### config.mk
export PLATFORM = sky130hd
export DESIGN_NAME = dss_sequencer
export DESIGN_NICKNAME = d
export VERILOG_FILES = /design/src/inc/dss_pkg.sv /design/src/core/dss_sequencer.sv
export VERILOG_INCLUDE_DIRS = /design/src /design/src/inc
export SDC_FILE = /design/constraint.sdc
export NUM_CORES = 2
export LEC_CHECK = 0
export BUFFER_PORTS_ARGS = -buffer_cell sky130_fd_sc_hd__buf_2
export CORE_UTILIZATION = 45
export CTS_CLUSTER_DIAMETER = 60
export DETAILED_ROUTE_END_ITERATION = 8
export GPL_TIMING_DRIVEN = 0
export PLACE_DENSITY = 0.56
export SYNTH_ARGS = -nofsm -noshare
export SYNTH_HDL_FRONTEND = slang
export SYNTH_SLANG_ARGS = --single-unit
### constraint.sdc
create_clock -name core_clk_i -period 28 [get_ports core_clk_i]
set_clock_uncertainty 0.15 [all_clocks]
set_input_delay 2.8 -clock core_clk_i [delete_from_list [all_inputs] [get_ports core_clk_i]]
set_output_delay 2.8 -clock core_clk_i [all_outputs]
set_load 0.01 [all_outputs]
### src/inc/dss_cfg.svh
// constants of the drive start/stop sequencer
`ifndef DSS_CFG_SVH
`define DSS_CFG_SVH
`define DSS_CLK_HZ 20000000
`define DSS_TICK_MS 10
`define DSS_TPS 16'h000A
`define DSS_NREG 4'hF
`define DSS_NCFG 4'hD
`define DSS_R_CTRL 4'h0
`define DSS_R_MODE 4'h1
`define DSS_R_FREF 4'h2
`define DSS_R_FSTART 4'h3
`define DSS_R_FLIM 4'h4
`define DSS_R_FMAX 4'h5
`define DSS_R_RAMP 4'h6
`define DSS_R_SBRK 4'h7
`define DSS_R_TBRK 4'h8
`define DSS_R_TBFQ 4'h9
`define DSS_R_SCRV 4'hA
`define DSS_R_BRKC 4'hB
`define DSS_R_TFREE 4'hC
`define DSS_R_STAT 4'hD
`define DSS_R_FOUT 4'hE
`define DSS_LO 15:0
`define DSS_HI 31:16
`define DSS_F_RUN 0
`define DSS_F_FCLR 1
`define DSS_F_START 1:0
`define DSS_F_SHAPE 3:2
`define DSS_F_STOP 5:4
`define DSS_F_BMETH 7:6
`define DSS_F_TREAT 9:8
`define DSS_F_LARGE 16
`define DSS_F_PTYPE 17
`define DSS_RST_MODE 32'h0000_0040
`define DSS_RST_FSTART 32'h0000_0032
`define DSS_RST_FLIM 32'h1388_0000
`define DSS_RST_FMAX 32'h0000_1388
`define DSS_RST_RAMP 32'h003C_003C
`define DSS_RST_SCRV 32'h0258_00C8
`define DSS_RST_BRKC 32'h0000_02BC
`define DSS_RST_TFREE 32'h0000_0014
`define DSS_CUR_G 16'h03E8
`define DSS_CUR_P 16'h0320
`define DSS_TIME_MAX 16'h012C
`define DSS_HOLD_MAX 16'h0064
`define DSS_FBRK_CAP 16'h1388
`define DSS_WAIT_MAX 16'h03E8
`define DSS_SC_IMIN 16'h0064
`define DSS_SC_IMAX 16'h01F4
`define DSS_SC_RMIN 16'h0064
`define DSS_SC_RMAX 16'h0320
`define DSS_SC_SUM 16'h0384
`define DSS_PERMIL 32'h0000_03E8
`define DSS_THR_MIN 16'h0168
`define DSS_THR_MAX 16'h02EE
`define DSS_THR_LARGE 16'h02C6
`define DSS_LOSS_V 16'h012C
`define DSS_TF_MIN 16'h0005
`define DSS_TF_MAX 16'h0064
`define DSS_KFULL 7'h40
`endif

### src/inc/dss_pkg.sv
// types of the drive start/stop sequencer
package dss_pkg;
  typedef enum logic [2:0] {
    DSS_IDLE = 3'b000, DSS_SDC = 3'b001, DSS_SHOLD = 3'b010, DSS_RUN = 3'b011,
    DSS_DECEL = 3'b100, DSS_BWAIT = 3'b101, DSS_TDC = 3'b110
  } dss_state_t;
  typedef struct packed {
    logic dc_on;
    logic [15:0] dc_level;
    logic res_on;
    logic flux_on;
    logic [15:0] duty;
  } dss_brake_t;
endpackage

### src/core/dss_sequencer.sv
// drive start/stop sequencer with its register slave
`timescale 1ns/1ps
`include "dss_cfg.svh"
module dss_sequencer
  import dss_pkg::*;
#(
  parameter int CS_CYC = `DSS_CLK_HZ / (1000 / `DSS_TICK_MS)
)
(
  input wire logic core_clk_i,
  input wire logic rst_i,
  input wire logic [7:0] avs_address_i,
  input wire logic avs_read_i,
  input wire logic avs_write_i,
  input wire logic [31:0] avs_writedata_i,
  input wire logic [3:0] avs_byteenable_i,
  output logic [31:0] avs_readdata_o,
  output logic avs_waitrequest_o,
  input wire logic [15:0] bus_volt_i,
  input wire logic undervolt_i,
  output logic [15:0] freq_cmd_o,
  output dss_brake_t brake_o,
  output logic pwm_inhibit_o,
  output logic undervolt_alarm_o,
  output logic undervolt_fault_o,
  output logic fault_record_o
);

  function automatic logic [15:0] umin(input logic [15:0] a, input logic [15:0] b);
    return (a < b) ? a : b;
  endfunction

  function automatic logic [15:0] umax(input logic [15:0] a, input logic [15:0] b);
    return (a > b) ? a : b;
  endfunction

  function automatic logic [31:0] rst_val(input logic [3:0] i);
    case (i)
      `DSS_R_MODE: return `DSS_RST_MODE;
      `DSS_R_FSTART: return `DSS_RST_FSTART;
      `DSS_R_FLIM: return `DSS_RST_FLIM;
      `DSS_R_FMAX: return `DSS_RST_FMAX;
      `DSS_R_RAMP: return `DSS_RST_RAMP;
      `DSS_R_SCRV: return `DSS_RST_SCRV;
      `DSS_R_BRKC: return `DSS_RST_BRKC;
      `DSS_R_TFREE: return `DSS_RST_TFREE;
      default: return 32'h0000_0000;
    endcase
  endfunction

  logic [31:0] cfg_reg [0:12];
  logic ack_reg;
  logic [31:0] rdata_reg;
  logic [31:0] rd_mux;
  logic [3:0] idx;
  logic mapped;
  logic wr_fire;
  logic fclr;
  dss_state_t st_reg;
  dss_state_t st_next;
  logic [31:0] tick_cnt_reg;
  logic tick;
  logic [15:0] tmr_reg;
  logic [15:0] uv_tmr_reg;
  logic [15:0] freq_reg;
  logic [15:0] org_reg;
  logic [47:0] acc_reg;
  logic [6:0] k_reg;
  logic alarm_reg;
  logic pend_reg;
  logic fault_reg;
  logic rec_reg;
  logic inhibit_reg;
  dss_brake_t brake_reg;
  logic run_req;
  logic [15:0] cur_max, sb_cur, sb_t, tb_cur, tb_t, fbrk, bwait, hold_t;
  logic [15:0] sc_init, sc_rise, thr, tf_t, acc_t, dec_t, ref_f, fstart;
  logic [15:0] f_lo, f_hi, fmax, target;
  logic [1:0] start_mode, shape, stop_mode, bmeth, treat;
  logic sc_ok;
  logic [47:0] den, inc;
  logic [31:0] done, span;
  logic ph1, ph3;
  logic uv_trip;

  // ----------------------------------------------------------------
  // register bus slave
  // ----------------------------------------------------------------
  // one wait state per access so read data are registered when taken
  assign idx = avs_address_i[5:2];
  assign mapped = (avs_address_i[7:6] == 2'h0) && (idx < `DSS_NREG);
  assign wr_fire = avs_write_i & ack_reg & mapped & (idx < `DSS_NCFG);
  assign fclr = wr_fire & (idx == `DSS_R_CTRL) & avs_byteenable_i[0]
    & avs_writedata_i[`DSS_F_FCLR];
  assign avs_waitrequest_o = (avs_read_i | avs_write_i) & ~ack_reg;
  assign avs_readdata_o = rdata_reg;

  // acknowledge toggles so back-to-back requests each see one wait
  always_ff @(posedge core_clk_i or posedge rst_i)
  begin
    if (rst_i)
      ack_reg <= 1'b0;
    else
      ack_reg <= (avs_read_i | avs_write_i) & ~ack_reg;
  end

  // read mux; unmapped words read as zero
  always_comb
  begin
    rd_mux = 32'h0000_0000;
    if (mapped)
    begin
      case (idx)
        `DSS_R_STAT: rd_mux = {25'h0, pend_reg, fault_reg, alarm_reg, 1'b0, st_reg};
        `DSS_R_FOUT: rd_mux = {16'h0, freq_reg};
        default: rd_mux = cfg_reg[idx];
      endcase
    end
  end

  always_ff @(posedge core_clk_i or posedge rst_i)
  begin
    if (rst_i)
      rdata_reg <= 32'h0000_0000;
    else if (avs_read_i & ~ack_reg)
      rdata_reg <= rd_mux;
  end

  // settings written with byte lanes; status words are read only
  always_ff @(posedge core_clk_i or posedge rst_i)
  begin
    if (rst_i)
    begin
      for (int i = 0; i < 13; i++)
        cfg_reg[i] <= rst_val(4'(i));
    end
    else if (wr_fire)
    begin
      for (int b = 0; b < 4; b++)
        if (avs_byteenable_i[b])
          cfg_reg[idx][8*b +: 8] <= avs_writedata_i[8*b +: 8];
    end
  end

  // ----------------------------------------------------------------
  // settings with range clamps
  // ----------------------------------------------------------------
  always_comb
  begin
    run_req = cfg_reg[`DSS_R_CTRL][`DSS_F_RUN];
    start_mode = cfg_reg[`DSS_R_MODE][`DSS_F_START];
    shape = cfg_reg[`DSS_R_MODE][`DSS_F_SHAPE];
    stop_mode = cfg_reg[`DSS_R_MODE][`DSS_F_STOP];
    bmeth = cfg_reg[`DSS_R_MODE][`DSS_F_BMETH];
    treat = cfg_reg[`DSS_R_MODE][`DSS_F_TREAT];
    ref_f = cfg_reg[`DSS_R_FREF][`DSS_LO];
    fstart = cfg_reg[`DSS_R_FSTART][`DSS_LO];
    f_lo = cfg_reg[`DSS_R_FLIM][`DSS_LO];
    f_hi = cfg_reg[`DSS_R_FLIM][`DSS_HI];
    fmax = cfg_reg[`DSS_R_FMAX][`DSS_LO];
    cur_max = cfg_reg[`DSS_R_BRKC][`DSS_F_PTYPE] ? `DSS_CUR_P : `DSS_CUR_G;
    sb_cur = umin(cfg_reg[`DSS_R_SBRK][`DSS_LO], cur_max);
    sb_t = 16'(umin(cfg_reg[`DSS_R_SBRK][`DSS_HI], `DSS_TIME_MAX) * `DSS_TPS);
    tb_cur = umin(cfg_reg[`DSS_R_TBRK][`DSS_LO], cur_max);
    tb_t = 16'(umin(cfg_reg[`DSS_R_TBRK][`DSS_HI], `DSS_TIME_MAX) * `DSS_TPS);
    fbrk = umin(cfg_reg[`DSS_R_TBFQ][`DSS_LO], umin(`DSS_FBRK_CAP, f_hi));
    bwait = umin(cfg_reg[`DSS_R_TBFQ][`DSS_HI], `DSS_WAIT_MAX);
    hold_t = 16'(umin(cfg_reg[`DSS_R_FSTART][`DSS_HI], `DSS_HOLD_MAX) * `DSS_TPS);
    sc_init = umax(umin(cfg_reg[`DSS_R_SCRV][`DSS_LO], `DSS_SC_IMAX), `DSS_SC_IMIN);
    sc_rise = umax(umin(cfg_reg[`DSS_R_SCRV][`DSS_HI], `DSS_SC_RMAX), `DSS_SC_RMIN);
    // reserved shapes and oversize shares fall back to linear
    sc_ok = (shape == 2'h1) && ((sc_init + sc_rise) <= `DSS_SC_SUM);
    thr = umax(umin(cfg_reg[`DSS_R_BRKC][`DSS_LO], `DSS_THR_MAX), `DSS_THR_MIN);
    tf_t = 16'(umax(umin(cfg_reg[`DSS_R_TFREE][`DSS_LO], `DSS_TF_MAX), `DSS_TF_MIN)
      * `DSS_TPS);
    acc_t = umax(cfg_reg[`DSS_R_RAMP][`DSS_LO], 16'h0001);
    dec_t = umax(cfg_reg[`DSS_R_RAMP][`DSS_HI], 16'h0001);
  end

  // ----------------------------------------------------------------
  // time base in 10 ms ticks
  // ----------------------------------------------------------------
  always_ff @(posedge core_clk_i or posedge rst_i)
  begin
    if (rst_i)
      tick_cnt_reg <= 32'h0000_0000;
    else if (tick)
      tick_cnt_reg <= 32'h0000_0000;
    else
      tick_cnt_reg <= tick_cnt_reg + 32'h0000_0001;
  end

  assign tick = (tick_cnt_reg == 32'(CS_CYC - 1));

  // phase timer restarts on every state change and saturates
  always_ff @(posedge core_clk_i or posedge rst_i)
  begin
    if (rst_i)
      tmr_reg <= 16'h0000;
    else if (st_next != st_reg)
      tmr_reg <= 16'h0000;
    else if (tick && tmr_reg != 16'hFFFF)
      tmr_reg <= tmr_reg + 16'h0001;
  end

  // ----------------------------------------------------------------
  // start/stop state machine
  // ----------------------------------------------------------------
  always_comb
  begin
    st_next = st_reg;
    case (st_reg)
      DSS_IDLE:
        if (run_req & ~alarm_reg & ~pend_reg)
          st_next = (start_mode == 2'h1 && sb_t != 16'h0000) ? DSS_SDC : DSS_SHOLD;
      // a stop during the start phases is honoured at once, not after the hold
      DSS_SDC:
        if (!run_req)
          st_next = DSS_IDLE;
        else if (tmr_reg >= sb_t)
          st_next = DSS_SHOLD;
      DSS_SHOLD:
        if (!run_req)
          st_next = (stop_mode == 2'h1) ? DSS_IDLE : DSS_DECEL;
        else if (ref_f < fstart || tmr_reg >= hold_t)
          st_next = DSS_RUN;
      DSS_RUN:
        if (!run_req)
          st_next = (stop_mode == 2'h1) ? DSS_IDLE : DSS_DECEL;
      DSS_DECEL:
        if (run_req)
          st_next = DSS_RUN;
        else if (stop_mode == 2'h2 && tb_t != 16'h0000 && freq_reg <= fbrk)
          st_next = DSS_BWAIT;
        else if (freq_reg == 16'h0000)
          st_next = DSS_IDLE;
      DSS_BWAIT:
        if (tmr_reg >= bwait)
          st_next = DSS_TDC;
      DSS_TDC:
        if (tmr_reg >= tb_t)
          st_next = DSS_IDLE;
      default:
        st_next = DSS_IDLE;
    endcase
    if (pend_reg)
      st_next = DSS_IDLE;
  end

  always_ff @(posedge core_clk_i or posedge rst_i)
  begin
    if (rst_i)
      st_reg <= DSS_IDLE;
    else
      st_reg <= st_next;
  end

  // ----------------------------------------------------------------
  // ramp generator
  // ----------------------------------------------------------------
  // run target: below start frequency means zero speed, else limits
  always_comb
  begin
    if (st_reg == DSS_DECEL)
      target = 16'h0000;
    else if (ref_f < fstart)
      target = 16'h0000;
    else
      target = umax(umin(ref_f, f_hi), f_lo);
  end

  // one step of 0.01 Hz whenever the scaled rate fills the accumulator
  always_comb
  begin
    den = 48'((freq_reg < target) ? acc_t : dec_t) * 48'(CS_CYC) * 48'(`DSS_TPS)
      * 48'(`DSS_KFULL);
    inc = 48'(fmax) * 48'(sc_ok ? k_reg : `DSS_KFULL);
    done = 32'((freq_reg > org_reg) ? freq_reg - org_reg : org_reg - freq_reg);
    span = 32'((target > org_reg) ? target - org_reg : org_reg - target);
    ph1 = (done * `DSS_PERMIL) < (span * 32'(sc_init));
    ph3 = ((span - done) * `DSS_PERMIL)
      < (span * (`DSS_PERMIL - 32'(sc_init) - 32'(sc_rise)));
  end

  // frequency command; undervoltage alarm forces zero speed
  always_ff @(posedge core_clk_i or posedge rst_i)
  begin
    if (rst_i)
    begin
      freq_reg <= 16'h0000;
      acc_reg <= 48'h0;
      org_reg <= 16'h0000;
    end
    else if (alarm_reg || !(st_reg inside {DSS_SHOLD, DSS_RUN, DSS_DECEL}))
    begin
      freq_reg <= 16'h0000;
      acc_reg <= 48'h0;
      org_reg <= 16'h0000;
    end
    else if (st_reg == DSS_SHOLD)
    begin
      freq_reg <= (ref_f < fstart) ? 16'h0000 : fstart;
      org_reg <= (ref_f < fstart) ? 16'h0000 : fstart;
    end
    else if (freq_reg == target)
    begin
      acc_reg <= 48'h0;
      org_reg <= freq_reg;
    end
    else if (acc_reg + inc >= den)
    begin
      acc_reg <= acc_reg + inc - den;
      freq_reg <= (freq_reg < target) ? freq_reg + 16'h0001 : freq_reg - 16'h0001;
    end
    else
      acc_reg <= acc_reg + inc;
  end

  // S-curve slope weight: rises per step, holds full, then falls
  always_ff @(posedge core_clk_i or posedge rst_i)
  begin
    if (rst_i)
      k_reg <= 7'h01;
    else if (freq_reg == target || st_reg == DSS_SHOLD)
      k_reg <= 7'h01;
    else if (acc_reg + inc >= den)
    begin
      if (ph1 && k_reg < `DSS_KFULL)
        k_reg <= k_reg + 7'h01;
      // taper only over the last steps, otherwise the tail crawls at weight one
      else if (ph3 && k_reg > 7'h01 && (span - done) <= 32'(k_reg))
        k_reg <= k_reg - 7'h01;
      else if (!ph1 && !ph3)
        k_reg <= `DSS_KFULL;
    end
  end

  // ----------------------------------------------------------------
  // undervoltage trip-free handling
  // ----------------------------------------------------------------
  always_ff @(posedge core_clk_i or posedge rst_i)
  begin
    if (rst_i)
      uv_tmr_reg <= 16'h0000;
    else if (!undervolt_i)
      uv_tmr_reg <= 16'h0000;
    else if (tick && uv_tmr_reg != 16'hFFFF)
      uv_tmr_reg <= uv_tmr_reg + 16'h0001;
  end

  // treatment 3 is unassigned and behaves like immediate fault
  assign uv_trip = undervolt_i && (st_reg != DSS_IDLE) && (treat != 2'h2)
    && (treat != 2'h1 || uv_tmr_reg >= tf_t);

  // alarm follows the supply; it clears when voltage recovers
  always_ff @(posedge core_clk_i or posedge rst_i)
  begin
    if (rst_i)
      alarm_reg <= 1'b0;
    else
      alarm_reg <= undervolt_i;
  end

  // pending trip is reported only once the bus is at or above loss level
  always_ff @(posedge core_clk_i or posedge rst_i)
  begin
    if (rst_i)
    begin
      pend_reg <= 1'b0;
      fault_reg <= 1'b0;
      rec_reg <= 1'b0;
    end
    else
    begin
      rec_reg <= pend_reg & ~fault_reg & (bus_volt_i >= `DSS_LOSS_V);
      if (uv_trip)
        pend_reg <= 1'b1;
      else if (fclr)
        pend_reg <= 1'b0;
      if (pend_reg & ~fault_reg & (bus_volt_i >= `DSS_LOSS_V))
        fault_reg <= 1'b1;
      else if (fclr & ~uv_trip)
        fault_reg <= 1'b0;
    end
  end

  // ----------------------------------------------------------------
  // braking and inverter requests
  // ----------------------------------------------------------------
  always_ff @(posedge core_clk_i or posedge rst_i)
  begin
    if (rst_i)
    begin
      brake_reg <= '0;
      inhibit_reg <= 1'b1;
    end
    else
    begin
      brake_reg.dc_on <= (st_reg == DSS_SDC) || (st_reg == DSS_TDC);
      brake_reg.dc_level <= (st_reg == DSS_SDC) ? sb_cur
        : (st_reg == DSS_TDC) ? tb_cur : 16'h0000;
      // method 3 engages only while decelerating
      brake_reg.res_on <= (st_reg != DSS_IDLE)
        && (bmeth == 2'h1 || (bmeth == 2'h3 && st_reg == DSS_DECEL))
        && (bus_volt_i >= (cfg_reg[`DSS_R_BRKC][`DSS_F_LARGE] ? `DSS_THR_LARGE : thr));
      brake_reg.flux_on <= (st_reg == DSS_DECEL) && bmeth[1];
      brake_reg.duty <= cfg_reg[`DSS_R_BRKC][`DSS_F_LARGE]
        ? umin(cfg_reg[`DSS_R_BRKC][`DSS_LO], `DSS_CUR_G) : `DSS_CUR_G;
      inhibit_reg <= alarm_reg || (st_reg inside {DSS_IDLE, DSS_BWAIT});
    end
  end

  assign freq_cmd_o = freq_reg;
  assign brake_o = brake_reg;
  assign pwm_inhibit_o = inhibit_reg;
  assign undervolt_alarm_o = alarm_reg;
  assign undervolt_fault_o = fault_reg;
  assign fault_record_o = rec_reg;
endmodule

==> metrics.txt <==
# TYPE chip_impl_metric gauge
chip_impl_metric{name="layout.filler_cells",unit=""} 17100
chip_impl_metric{name="routed_via_density",unit=""} 5.56
chip_impl_metric{name="fin_crit_sh",unit="%"} 82.7
chip_impl_metric{name="overflow",unit=""} 0
chip_impl_metric{name="die_width",unit="µm"} 427
chip_impl_info{name="r2r-start",value="cfg_reg[273]"} 1
chip_impl_metric{name="vias",unit=""} 63100
chip_impl_metric{name="grt_pass1_wl",unit="mm"} 397
chip_impl_metric{name="synth_async_sr_flop_share",unit="%"} 100
chip_impl_info{name="tritoncts",value="built"} 1
chip_impl_info{name="setup.worst_path.end_class",value="flip-flop"} 1
chip_impl_metric{name="synth_top_area_share",unit="%"} 20.8
chip_impl_metric{name="post_route_cells_drive_above_1_share",unit="%"} 10.5
chip_impl_metric{name="htreeDepth",unit=""} 3
chip_impl_metric{name="sequential_cell_area",unit="µm²"} 16100
chip_impl_info{name="synth_area_leaders",value="sky130_fd_sc_hd__fa_1 (21%), sky130_fd_sc_hd__dfrtp_1 (19%), sky130_fd_sc_hd__ha_1 (15%)"} 1
chip_impl_metric{name="largest_register_ff_count",unit=""} 414
chip_impl_metric{name="floorplan.core_area",unit="µm²"} 179000
chip_impl_metric{name="wl_final",unit="mm"} 260
chip_impl_metric{name="setup_slack_reg_to_reg",unit="ns"} 4.83
chip_impl_metric{name="site_row_count",unit=""} 155
chip_impl_metric{name="cts_buffer_depth",unit=""} 3
chip_impl_info{name="failed_checks",value="max-capacitance violations, max-slew violations"} 1
chip_impl_metric{name="post_synth_instance_area",unit="µm²"} 81500
chip_impl_metric{name="period_needed",unit="ns"} 23.17
chip_impl_info{name="critPathLaunchType",value="flip-flop"} 1
chip_impl_metric{name="maxSlewViolCount",unit=""} 14
chip_impl_info{name="cp_slowest_cell",value="sky130_fd_sc_hd__xor2_1"} 1
chip_impl_info{name="grt_setup_unrepaired",value="no"} 1
chip_impl_metric{name="cts.sink_count",unit=""} 643
chip_impl_metric{name="r2r.worst_path.cells",unit=""} 88
chip_impl_metric{name="clkTransAtPathRegs",unit="ns"} 0.06
chip_impl_info{name="worst_hold_path.endpoint",value="ack_reg"} 1
chip_impl_metric{name="post_cts_resized",unit=""} 0
chip_impl_metric{name="initial_core_util",unit="%"} 45.5
chip_impl_metric{name="finalSetupTns",unit="ns"} 0
chip_impl_metric{name="design_area",unit="µm²"} 88800
chip_impl_metric{name="synth_warnings",unit=""} 0
chip_impl_metric{name="fin_cells",unit=""} 11300
chip_impl_metric{name="ys_seq_elements",unit=""} 643
chip_impl_metric{name="drtIter0Drc",unit=""} 4411
chip_impl_metric{name="place_congestion",unit=""} 0.995
chip_impl_metric{name="ys_types",unit=""} 101
chip_impl_metric{name="cp_max_fo",unit=""} 10
chip_impl_metric{name="detail_route.first_pass.iterations",unit=""} 7
chip_impl_metric{name="syn_inst",unit=""} 8477
chip_impl_metric{name="timing.max_cap.violations",unit=""} 3
chip_impl_metric{name="maximum_number_of_pins_on_one_net_before_global_route_repair",unit=""} 130
chip_impl_metric{name="count_of_flip_flops_with_a_built_in_enable_after_synthesis",unit=""} 0
chip_impl_metric{name="hold_path_depth",unit=""} 1
chip_impl_metric{name="multi_input_comb_area",unit="µm²"} 60300
chip_impl_metric{name="routed_wire_length_per_instance",unit="µm"} 22.9
chip_impl_metric{name="place.detailed.hpwl",unit="mm"} 217
chip_impl_metric{name="die-area",unit="µm²"} 183000
chip_impl_info{name="critical_path.reg2reg.endpoint",value="k_reg[2]"} 1
chip_impl_info{name="synth_flop_type",value="sky130_fd_sc_hd__dfrtp_1"} 1
chip_impl_metric{name="drc_violation_count_after_routing",unit=""} 0
chip_impl_metric{name="post_cts_buffers",unit=""} 0
chip_impl_metric{name="global_route.usage.total",unit="%"} 28.8
chip_impl_metric{name="io-pin-count",unit=""} 153
chip_impl_info{name="critical-path-top-cell-by-count",value="sky130_fd_sc_hd__a21o_1"} 1
chip_impl_metric{name="layout-area-overhead-vs-synth",unit="%"} 9.00
chip_impl_metric{name="antenna_found_initial",unit=""} 19
chip_impl_metric{name="grt_pass1_vias",unit=""} 64800
chip_impl_metric{name="route.antenna.remaining_nets",unit=""} 0
chip_impl_metric{name="timing.slew.headroom",unit="%"} -7.82
chip_impl_metric{name="worst_ep_required_time",unit="ns"} 28.41
chip_impl_metric{name="cts_hold_repair.buffers",unit=""} 0
chip_impl_info{name="worst_hold_startpoint",value="ack_reg"} 1
chip_impl_info{name="status",value="complete, but fails checks"} 1
chip_impl_metric{name="cp.arrival",unit="ns"} 23.58
chip_impl_metric{name="syn_avg_cell_area",unit="µm²"} 9.61
chip_impl_metric{name="placement.cell_area",unit="µm²"} 86200
chip_impl_metric{name="placedCellCount",unit=""} 11200
chip_impl_metric{name="setup_viol",unit=""} 0
chip_impl_metric{name="cts_buffer_count",unit=""} 76
chip_impl_info{name="clockRootBuffer",value="sky130_fd_sc_hd__clkbuf_16"} 1
chip_impl_metric{name="worstMarginPinSlew",unit="ns"} 1.61
chip_impl_metric{name="synth_seq_area_share",unit="%"} 19.8
chip_impl_info{name="category_of_the_most_critical_setup_path",value="reg2reg"} 1
chip_impl_metric{name="final_hold_viol_count",unit=""} 0
chip_impl_metric{name="buffer_ports.inserted",unit=""} 148
chip_impl_metric{name="die_height",unit="µm"} 427
chip_impl_info{name="timing.hold.worst.class",value="reg2reg"} 1
chip_impl_info{name="synthDominantAreaCellType",value="sky130_fd_sc_hd__fa_1"} 1
chip_impl_metric{name="max_freq",unit="GHz"} 0.0432
chip_impl_metric{name="finish.net_count",unit=""} 10800
chip_impl_metric{name="clkLatencyLatePin",unit="ns"} 0.70
chip_impl_metric{name="crit_path_max_incr_delay",unit="ns"} 0.85
-- worst max-delay path, delay by kind of cell, from the launching register on --
kind,cells,cell delay [ns]
buf+inv,11,3.76
fa+ha+maj,9,3.36
mux,2,0.82
compound gates,48,11.09
simple gates,14,1.61
flops,1,0.63
xor+xnor,4,1.59
-- worst max path at each step --
stage	start	to	slack (ns)	cells after the start
2_1_floorplan	rst_i	acc_reg[0]	7.10	1
3_3_place_gp	rst_i	uv_tmr_reg[13]	-0.96	2
3_5_place_dp	cfg_reg[273]	k_reg[6]	4.99	84
4_1_cts	cfg_reg[273]	k_reg[2]	4.81	84
5_1_grt	cfg_reg[273]	k_reg[3]	3.46	90
6_report	cfg_reg[273]	k_reg[2]	4.83	88
-- metal layers --
metal  up-vias  wire (µm)  GRT usage, %
met5         -         75             0
li1      29200          -             -
met2      1704     125000          48.2
met3       511      12100          3.43
met4        10      16500          16.1
met1     31700     107000          36.2
-- Yosys cell counts (134+ instances only) --
cell type                  number
sky130_fd_sc_hd__fa_1         846
sky130_fd_sc_hd__ha_1         963
sky130_fd_sc_hd__mux2_2       441
sky130_fd_sc_hd__a21o_1       183
sky130_fd_sc_hd__nand2b_1     134
sky130_fd_sc_hd__inv_1       1281
sky130_fd_sc_hd__xor2_1       142
sky130_fd_sc_hd__dfrtp_1      604
sky130_fd_sc_hd__xnor2_1      289
sky130_fd_sc_hd__nand2_1      709
sky130_fd_sc_hd__clkbuf_1     221
sky130_fd_sc_hd__o21ai_0      300
sky130_fd_sc_hd__nor2_1       465
sky130_fd_sc_hd__a21oi_1      362
-- final cells by class --
type | instances | area share, %
Antenna cell | 6 | 0.0169
Clock buffer | 103 | 2.39
Buffer | 267 | 1.16
Clock inverter | 35 | 0.497
Multi-Input combinational cell | 6493 | 67.9
Timing Repair Buffer | 161 | 1.09
Tap cell | 2355 | 3.32
Sequential cell | 643 | 18.2
Inverter | 1284 | 5.44
-- metrics by stage --
step	hold slack [ns]	utilization (%)	setup WS, ns
after global placement	0.286	48.0	-0.958
after floorplan	0.292	-	7.10
after CTS	0.302	49.5	4.81
final	0.303	49.6	4.83
after global routing	0.319	49.5	3.46
after detailed placement	0.294	48.1	4.99
-- logic make-up after synthesis --
family | count (synthesis) | synth area share [%]
DFF | 643 | 19.8
AOI/OAI and AO/OA | 1402 | 11.3
buffers and inverters | 1551 | 7.18
other | 2 | 0.00922
and+or+nand+nor | 2025 | 11.8
muxes | 611 | 9.66
xor gates and xnor gates | 433 | 4.68
adders and majority gates | 1810 | 35.6
-- cell usage in the layout, fill, tap and decap left out, types with 110 or more instances in the layout --
master                        n
sky130_fd_sc_hd__nand2_1    709
sky130_fd_sc_hd__inv_1     1280
sky130_fd_sc_hd__fa_1       846
sky130_fd_sc_hd__mux2_2     441
sky130_fd_sc_hd__nor2_1     465
sky130_fd_sc_hd__xor2_1     142
sky130_fd_sc_hd__dfrtp_1    604
sky130_fd_sc_hd__nand2b_1   134
sky130_fd_sc_hd__a21o_1     183
sky130_fd_sc_hd__xnor2_1    286
sky130_fd_sc_hd__clkbuf_1   238
sky130_fd_sc_hd__ha_1       963
sky130_fd_sc_hd__o21ai_0    300
sky130_fd_sc_hd__a21oi_1    362
sky130_fd_sc_hd__nand3_1    110
sky130_fd_sc_hd__buf_2      163
sky130_fd_sc_hd__conb_1     212
Power is not shown: default switching activity piles up to over one toggle a cycle in this logic, so the estimate is an artifact.
